[src/lcsfs_pkg.sv]
package lcsfs_pkg;
   // ----------------------------------------
   // frame structure
   // ----------------------------------------
   localparam int FRAME_CLKS = 24;
   localparam logic [1:0] MUX_STATIC = 2'h0;
   localparam logic [1:0] MUX_TWO = 2'h1;
   localparam logic [1:0] MUX_THREE = 2'h2;
   localparam logic [1:0] MUX_FOUR = 2'h3;

   // ----------------------------------------
   // internal oscillator (nominal)
   // ----------------------------------------
   localparam int SYS_CLK_HZ = 100_000_000;
   localparam int OSC_SLOW_HZ = 1970;
   localparam int OSC_FAST_HZ = 2640;
   localparam int OSC_SLOW_MIN_HZ = 1440;
   localparam int OSC_SLOW_MAX_HZ = 2640;
   localparam int OSC_FAST_MIN_HZ = 1920;
   localparam int OSC_FAST_MAX_HZ = 3600;
   // half period in system cycles, so the clock pin toggles at 50 % duty
   localparam int OSC_SLOW_HALF = SYS_CLK_HZ / (2 * OSC_SLOW_HZ);
   localparam int OSC_FAST_HALF = SYS_CLK_HZ / (2 * OSC_FAST_HZ);

   // ----------------------------------------
   // sync line
   // ----------------------------------------
   localparam int SYNC_LOW_NS = 1000;
   localparam int SYNC_LOW_CLKS = (SYNC_LOW_NS * (SYS_CLK_HZ / 1_000_000) + 999) / 1000;
endpackage : lcsfs_pkg

[src/lcsfs_osc_div.sv]
// ----------------------------------------
// internal oscillator: 50 % clock from system clock
// ----------------------------------------
module lcsfs_osc_div #(
   parameter int SLOW_HALF = lcsfs_pkg::OSC_SLOW_HALF,
   parameter int FAST_HALF = lcsfs_pkg::OSC_FAST_HALF
) (
   input wire logic clk, // system clock
   input wire logic sys_rst, // async reset, high
   input wire logic slowSel, // 1: slow rate, 0: fast rate
   output logic oscLevel, // oscillator level
   output logic oscRise // one-cycle pulse on rising edge
);
   logic [15:0] halfCnt;
   logic [15:0] halfLimit;

   assign halfLimit = slowSel ? 16'(SLOW_HALF - 1) : 16'(FAST_HALF - 1);

   always_ff @(posedge clk or posedge sys_rst)
   begin
      if (sys_rst)
      begin
         halfCnt <= 16'h0000;
         oscLevel <= 1'b0;
      end
      else if (halfCnt >= halfLimit)
      begin
         halfCnt <= 16'h0000;
         oscLevel <= ~oscLevel;
      end
      else
      begin
         halfCnt <= halfCnt + 16'h0001;
      end
   end

   always_ff @(posedge clk or posedge sys_rst)
   begin
      if (sys_rst)
         oscRise <= 1'b0;
      else
         oscRise <= (halfCnt >= halfLimit) && !oscLevel;
   end
endmodule : lcsfs_osc_div

[src/lcsfs_frame_sync.sv]
// Behaviour
// - frame lasts 24 periods of the active clock, internal or external.
// - select high: internal oscillator nominal 1970 Hz, driven out on clock pin.
// - select low: internal oscillator nominal 2640 Hz for the faster frame.
// - clock driven out has equal high and low times.
// - identity is slave address bit above three subaddress pins, index 0..15.
// - a slave runs its frame timing from the master's clock.
// - one device's backplanes may serve all; others give segments only.
// - after reset all devices are aligned without any sync activity.
// - sync recovers alignment lost to mode changes or noise, except in static mode.
// - sync pin is open-drain pull-down with pull-up, also monitored.
// - drive sync low at start of last active backplane phase only.
// - first device to assert sync sets the timing; others realign, except in static mode, where inLast is always set.
module lcsfs_frame_sync #(
   parameter int SLOW_HALF = lcsfs_pkg::OSC_SLOW_HALF,
   parameter int FAST_HALF = lcsfs_pkg::OSC_FAST_HALF,
   parameter int SYNC_LOW = lcsfs_pkg::SYNC_LOW_CLKS
) (
   input wire logic clk, // 100 MHz system clock
   input wire logic sys_rst, // async reset, high
   input wire logic frame_rate_select, // pin: 1 slow, 0 fast
   input wire logic isMaster, // 1: own oscillator drives clock pin
   input wire logic [1:0] muxMode, // backplane count minus one
   input wire logic subaddr_pin_bit0, // pin
   input wire logic subaddr_pin_bit1, // pin
   input wire logic subaddr_pin_bit2, // pin
   input wire logic slave_address_lsb, // slave address bit
   input wire logic clkPinIn, // clock pin input level
   output logic clkPinOut, // clock pin output level
   output logic clkPinOe_n, // clock pin enable, low drives
   input wire logic syncIn, // sync line level
   output logic syncOut, // sync output, always low
   output logic syncOe_n, // sync enable, low pulls down
   output logic [3:0] deviceIndex, // 4-bit device index
   output logic [3:0] backplanePhase, // one-hot active backplane
   output logic [1:0] phaseIndex, // active backplane number
   output logic frameStart, // one-cycle pulse at frame start
   output logic [4:0] frameCount // position in frame, 0..23
);
   // ----------------------------------------
   // pin synchronisers
   // ----------------------------------------
   logic [1:0] selMeta;
   logic [1:0] clkMeta;
   logic [1:0] syncMeta;
   logic [2:0] addrMeta0;
   logic [2:0] addrMeta1;
   logic saMeta0;
   logic saMeta1;
   logic selS;
   logic clkS;
   logic syncS;
   logic clkPrev;

   always_ff @(posedge clk or posedge sys_rst)
   begin
      if (sys_rst)
      begin
         selMeta <= 2'h3;
         clkMeta <= 2'h0;
         syncMeta <= 2'h3;
         addrMeta0 <= 3'h0;
         addrMeta1 <= 3'h0;
         saMeta0 <= 1'b0;
         saMeta1 <= 1'b0;
      end
      else
      begin
         selMeta <= {selMeta[0], frame_rate_select};
         clkMeta <= {clkMeta[0], clkPinIn};
         syncMeta <= {syncMeta[0], syncIn};
         addrMeta0 <= {subaddr_pin_bit2, subaddr_pin_bit1, subaddr_pin_bit0};
         addrMeta1 <= addrMeta0;
         saMeta0 <= slave_address_lsb;
         saMeta1 <= saMeta0;
      end
   end

   assign selS = selMeta[1];
   assign clkS = clkMeta[1];
   assign syncS = syncMeta[1];

   // ----------------------------------------
   // identity
   // ----------------------------------------
   always_ff @(posedge clk or posedge sys_rst)
   begin
      if (sys_rst)
         deviceIndex <= 4'h0;
      else
         deviceIndex <= {saMeta1, addrMeta1};
   end

   // ----------------------------------------
   // active clock selection
   // ----------------------------------------
   logic oscLevel;
   logic oscRise;
   logic extRise;
   logic tick;

   lcsfs_osc_div #(
      .SLOW_HALF(SLOW_HALF),
      .FAST_HALF(FAST_HALF)
   ) u_osc (
      .clk(clk),
      .sys_rst(sys_rst),
      .slowSel(selS),
      .oscLevel(oscLevel),
      .oscRise(oscRise)
   );

   always_ff @(posedge clk or posedge sys_rst)
   begin
      if (sys_rst)
         clkPrev <= 1'b0;
      else
         clkPrev <= clkS;
   end

   assign extRise = clkS && !clkPrev;
   // master counts its own oscillator, a slave the master's clock
   assign tick = isMaster ? oscRise : extRise;

   // ----------------------------------------
   // clock pin drive
   // ----------------------------------------
   always_ff @(posedge clk or posedge sys_rst)
   begin
      if (sys_rst)
         clkPinOut <= 1'b0;
      else
         clkPinOut <= oscLevel;
   end

   // only the master drives the pin; a slave listens for its clock
   always_ff @(posedge clk or posedge sys_rst)
   begin
      if (sys_rst)
         clkPinOe_n <= 1'b1;
      else
         clkPinOe_n <= !isMaster;
   end

   // ----------------------------------------
   // frame position
   // ----------------------------------------
   // all devices reset to count 0, so a cascade released together is
   // aligned without touching the sync line
   logic [4:0] next_frameCount;
   logic [4:0] phaseLen;
   logic [4:0] lastStart;
   logic inLast;
   logic syncFall;
   logic syncPrev;
   logic ownAssert;

   function automatic logic [4:0] phase_len(input logic [1:0] mode);
      case (mode)
         lcsfs_pkg::MUX_STATIC: phase_len = 5'(lcsfs_pkg::FRAME_CLKS / 1);
         lcsfs_pkg::MUX_TWO: phase_len = 5'(lcsfs_pkg::FRAME_CLKS / 2);
         lcsfs_pkg::MUX_THREE: phase_len = 5'(lcsfs_pkg::FRAME_CLKS / 3);
         default: phase_len = 5'(lcsfs_pkg::FRAME_CLKS / 4);
      endcase
   endfunction : phase_len

   assign phaseLen = phase_len(muxMode);
   assign lastStart = 5'(lcsfs_pkg::FRAME_CLKS) - phaseLen;
   assign inLast = frameCount >= lastStart;

   // ----------------------------------------
   // sync line sense
   // ----------------------------------------

   always_ff @(posedge clk or posedge sys_rst)
   begin
      if (sys_rst)
         syncPrev <= 1'b1;
      else
         syncPrev <= syncS;
   end

   assign syncFall = !syncS && syncPrev;

   // ----------------------------------------
   // frame counter
   // ----------------------------------------

   always_comb
   begin
      next_frameCount = frameCount;
      if (syncFall && !ownAssert && !inLast)
         next_frameCount = lastStart;
      else if (tick)
      begin
         if (frameCount == 5'(lcsfs_pkg::FRAME_CLKS - 1))
            next_frameCount = 5'h00;
         else
            next_frameCount = frameCount + 5'h01;
      end
   end

   always_ff @(posedge clk or posedge sys_rst)
   begin
      if (sys_rst)
         frameCount <= 5'h00;
      else
         frameCount <= next_frameCount;
   end

   always_ff @(posedge clk or posedge sys_rst)
   begin
      if (sys_rst)
         frameStart <= 1'b0;
      else
         frameStart <= tick && (frameCount == 5'(lcsfs_pkg::FRAME_CLKS - 1));
   end

   // ----------------------------------------
   // backplane phase
   // ----------------------------------------
   logic [1:0] next_phase;

   always_comb
   begin
      next_phase = 2'h0;
      // products reach 3 x 24, so compare at seven bits
      for (int i = 1; i < 4; i++)
      begin
         if (7'(next_frameCount) >= 7'(i) * 7'(phaseLen))
            next_phase = 2'(i);
      end
   end

   always_ff @(posedge clk or posedge sys_rst)
   begin
      if (sys_rst)
      begin
         phaseIndex <= 2'h0;
         backplanePhase <= 4'h1;
      end
      else
      begin
         phaseIndex <= next_phase;
         // backplanes are always produced; unused ones are left open outside
         backplanePhase <= 4'h1 << next_phase;
      end
   end

   // ----------------------------------------
   // sync line drive
   // ----------------------------------------
   // pulse held for at least the minimum low time, then released so the
   // pull-up restores the line; monitoring continues meanwhile
   logic [7:0] lowCnt;
   logic enterLast;

   assign enterLast = (next_frameCount == lastStart) && (frameCount != lastStart);

   always_ff @(posedge clk or posedge sys_rst)
   begin
      if (sys_rst)
         lowCnt <= 8'h00;
      else if (enterLast)
         lowCnt <= 8'(SYNC_LOW);
      else if (lowCnt != 8'h00)
         lowCnt <= lowCnt - 8'h01;
   end

   // own pulse, plus pipeline delay of the synchroniser, masks self-trigger
   logic [2:0] ownHist;

   always_ff @(posedge clk or posedge sys_rst)
   begin
      if (sys_rst)
         ownHist <= 3'h0;
      else
         ownHist <= {ownHist[1:0], lowCnt != 8'h00};
   end

   assign ownAssert = (lowCnt != 8'h00) || (ownHist != 3'h0);

   always_ff @(posedge clk or posedge sys_rst)
   begin
      if (sys_rst)
         syncOut <= 1'b0;
      else
         syncOut <= 1'b0;
   end

   // open drain: only the enable moves, the level stays low
   always_ff @(posedge clk or posedge sys_rst)
   begin
      if (sys_rst)
         syncOe_n <= 1'b1;
      else
         syncOe_n <= !(enterLast || (lowCnt > 8'h01));
   end
endmodule : lcsfs_frame_sync

[config.mk]
export PLATFORM = sky130hd
export DESIGN_NAME = lcsfs_frame_sync
export DESIGN_NICKNAME = d
export VERILOG_FILES = /design/src/lcsfs_pkg.sv /design/src/lcsfs_osc_div.sv /design/src/lcsfs_frame_sync.sv
export SDC_FILE = /design/constraint.sdc
export NUM_CORES = 1
export LEC_CHECK = 0
export BUFFER_PORTS_ARGS = -buffer_cell sky130_fd_sc_hd__buf_2
export CAP_MARGIN = 25
export CORE_UTILIZATION = 63
export CTS_CLUSTER_SIZE = 25
export DETAILED_ROUTE_END_ITERATION = 8
export MAX_ROUTING_LAYER = met4
export PLACE_DENSITY = 0.86
export SLEW_MARGIN = 20
export SYNTH_ARGS = -nofsm -noshare
export SYNTH_HDL_FRONTEND = slang
export SYNTH_HIERARCHICAL = 1
export SYNTH_SLANG_ARGS = --single-unit
[constraint.sdc]
create_clock -name clk -period 6 [get_ports clk]
set_input_delay 1.5 -clock clk [delete_from_list [all_inputs] [get_ports clk]]
set_output_delay 1.5 -clock clk [all_outputs]
set_load 0.05 [all_outputs]
==> flow_metrics.py <==
metrics = {
    "placed_design": {
        "dpl_worst_slack_ps": 284,
        "gp_routability_congestion": 0.974,
        "numPortBuffers": 30,
        "dp.final_hpwl_um": 4320,
    },
    "clocking": {
        "h-tree-depth": 3,
        "worst_setup_hold_path_clk_slew_ps": 80,
        "ctsHoldBuffers": 0,
        "cts_setup_buffers": 0,
        "insertion_delay_ps": 350,
        "cts_sinks": 64,
        "post_cts_resized": 0,
        "cts_tree": "yes",
        "total_clock_buffers_created_by_cts": 9,
        "cts_buffer_depth": 2,
        "clock_tree.root_cell": "sky130_fd_sc_hd__clkbuf_8",
    },
    "global_route": {
        "wire_length_of_the_first_global_routing_pass_um": 10600,
        "grt.met1_usage_pct": 32.6,
        "largest_net_degree_at_the_start_of_global_routing": 47,
        "grt_util_met2_pct": 42.3,
        "most_used_routing_layer_in_global_routing": "met2",
        "global_route.usage.met3_pct": 9.08,
        "antenna_violations_before_repair": 0,
        "first_global_vias": 2347,
        "grt_overflow": 0,
        "grtUsageTotal_pct": 27.4,
    },
    "route": {
        "avgRoutedWirePerCell_um": 15.3,
        "wirelength_um": 6280,
        "detailedRoute.firstPassIterationCount": 4,
        "drcViolationCount": 0,
        "dr_total_vias": 2334,
        "drt-initial-drc-count": 116,
        "routed_via_density": 5.69,
        "postRouteAntennaNets": 0,
    },
    "yosys": {
        "synth-seq-cells": 64,
        "yosys-top-cells-area": "sky130_fd_sc_hd__dfrtp_1 43%, sky130_fd_sc_hd__ha_1 11%, sky130_fd_sc_hd__dfstp_2 6.4%",
        "async_reset_ff_share_pct": 100,
        "netlist_area_um2": 3280,
        "synth_area_per_cell_um2": 10.9,
        "synth_sequential_area_ratio_pct": 49.1,
        "syn_nets": 341,
        "ys.warnings.count": 6,
        "netlist_instances": 301,
        "synthDistinctLibCells": 54,
        "post_synth_edffs": 0,
        "synth_top_cell_area_share_pct": 42.7,
        "synth_ff_type": "sky130_fd_sc_hd__dfrtp_1",
        "synthDominantAreaCellType": "sky130_fd_sc_hd__dfrtp_1",
    },
    "timing": {
        "final_max_slew_viol_count": 0,
        "hold_viol_final": 0,
        "fin_tns_setup_ps": 0,
        "setup_repair_after_global_routing_missed_its_margin": "no",
        "clock.fmax_mhz": 184,
        "whs_ps": 350,
        "post-route-min-period_ps": 5430,
        "setup_viol": 0,
        "worst_slew_margin_rel_pct": 53.2,
        "finalWorstSetupSlack_ps": 575,
        "timing.clock.skew_ps": 9.39,
        "timing_worst_slew_pin_value_ps": 701,
        "period_share_pct": 90.4,
    },
    "power_and_ir_drop": {
        "combPwrFrac_pct": 33.9,
        "p_total_mw": 1.50,
        "cell_internal_pwr_mw": 0.920,
        "pwr-share-clk_pct": 28.0,
        "power.switching_mw": 0.577,
        "power.share.switching_pct": 38.5,
        "worst_ir_drop_vdd_v": 0.000306,
        "p_leak_nw": 1.76,
        "powerDensity_nw_per_um2": 402,
        "share_seq_of_total_power_pct": 38.1,
    },
    "finish": {
        "insertedDiodeCount": 0,
        "layout_commonest_cell": "sky130_fd_sc_hd__dfrtp_1",
        "nNetsFinal": 378,
        "flow.area_growth_from_synthesis_pct": 13.4,
        "fin_util_pct": 76.3,
        "filler_cell_count": 337,
        "mostFrequentLayoutCells": "56 x sky130_fd_sc_hd__dfrtp_1, 30 x sky130_fd_sc_hd__buf_2, 28 x sky130_fd_sc_hd__ha_1",
        "final_layout_size_suffix_gt1_share_pct": 21.6,
    },
    "setup_path": {
        "timing.setup.critical_path_class": "input pin to flip-flop",
        "worst_path_max_delay_cell": "sky130_fd_sc_hd__or4_4",
        "timing.critical_path.arrival_ps": 5650,
        "critical_path.max_stage_delay_ps": 620,
        "worstReg2RegEnd": "backplanePhase[0]",
        "cp_data_required_time_ps": 6230,
        "worst_setup_path_start_kind": "input pin",
        "crit_path_max_fanout": 8,
        "cp-end-kind": "flip-flop",
        "r2r.worst_path.cells": 14,
        "reg2reg_from": "frameCount[4]",
        "timing.critical_path.cells": "buf_2, nor2_1, inv_1, ha_1, ha_1, nor4_1, nand4b_1, or4_4, o211ai_1, a21boi_0, ha_1, o21a_1, o21a_1, o21a_1, o21ai_0, o31a_1, inv_1, nor4b_1",
        "ff2ff_setup_slack_ps": 2050,
    },
    "floorplan": {
        "floorplan.rows": 25,
        "design.core.area_um2": 4880,
        "initial_core_util_pct": 67.3,
        "chip_height_um": 74.2,
        "die_x_um": 74.2,
        "floorplan.io_pins": 32,
        "floorplan.die_area_um2": 5510,
    },
    "min_path": {
        "hold-path-endpoint": "deviceIndex[1]",
        "hold_depth": 0,
        "hold_start": "addrMeta1[1]",
        "timing.hold.worst.class": "flip-flop to flip-flop",
    },
    "flow_run": {
        "max_cap_violations": 0,
    },
    "run_status": {
        "status": "complete, no violations",
    },
}
## per-layer routing
| layer | vias to the layer above | share of wire (%) |
|---|---|---|
| met5 | - | 0 |
| met4 | 0 | 1.5 |
| met3 | 10 | 5.3 |
| met2 | 66 | 49 |
| met1 | 1128 | 44 |
| li1 | 1130 | - |
## synth_stat cells, types with 5 or more instances
master,instances
sky130_fd_sc_hd__a21oi_1,9
sky130_fd_sc_hd__nor3_1,19
sky130_fd_sc_hd__ha_1,28
sky130_fd_sc_hd__o21ai_0,7
sky130_fd_sc_hd__inv_1,22
sky130_fd_sc_hd__nand3_1,13
sky130_fd_sc_hd__xor2_1,15
sky130_fd_sc_hd__nand2_1,22
sky130_fd_sc_hd__and3_1,5
sky130_fd_sc_hd__nor2_1,17
sky130_fd_sc_hd__xnor2_1,7
sky130_fd_sc_hd__dfstp_2,8
sky130_fd_sc_hd__dfrtp_1,56
## power by group through the flow
stage          Clock, mW  Combinational (mW)  Sequential [mW]
3_3_place_gp           0               0.485            0.573
3_5_place_dp           0               0.499            0.577
4_1_cts            0.425               0.505            0.570
6_report           0.418               0.508            0.570
5_1_grt            0.444               0.564            0.580
2_1_floorplan          0               0.283            0.679
## state kept, by name, indices dropped and copies added (netlist names), 3 cells and up
register,cells
addrMeta0,3
addrMeta1,3
backplanePhase,4
deviceIndex,4
frameCount,5
lowCnt,8
ownHist,3
u_osc/halfCnt,16
## cell families (layout without fill, tap and decap cells)
logic type	Yosys count	after routing	share of synthesized area [%]
adders and majority gates	28	28	10.7
AOI/OAI and AO/OA	40	40	8.65
and+or+nand+nor	112	112	19.8
xor gates and xnor gates	22	22	5.87
muxes	5	5	1.56
DFF	64	64	49.1
buffers and inverters	29	71	4.23
other	1	1	0.114
## how the worst max path moves through the flow
stage,start,endpoint,depth (start not counted)
2_1_floorplan,muxMode[1],phaseIndex[0],18
3_3_place_gp,muxMode[0],backplanePhase[0],18
3_5_place_dp,muxMode[0],backplanePhase[0],18
4_1_cts,muxMode[0],backplanePhase[0],18
5_1_grt,muxMode[0],backplanePhase[0],18
6_report,muxMode[0],backplanePhase[0],18
## critical path, delay by kind of cell
kind	cells	cell delay (ps)
buf+inv	3	350
simple gates	5	1580
compound gates	7	1360
fa+ha+maj	3	860
## layout make-up
cell class                 count  area (µm²)  area share [%]
timing repair buffer          33         185            4.97
inverter                      22        82.6            2.22
multi-input combinational    208        1530            41.2
clock inverter                 7         103            2.76
tap                           67        83.8            2.25
sequential                    64        1610            43.3
clock buffer                   9         124            3.33
## through the flow
stage | cells | instance area (µm²)
detailed placement | 393 | 3480
CTS | 409 | 3700
finish | 410 | 3720
global placement | 393 | 3480
floorplan | 301 | 3280
global route | 410 | 3720
No activity file was read; power rests on OpenSTA's default activity.
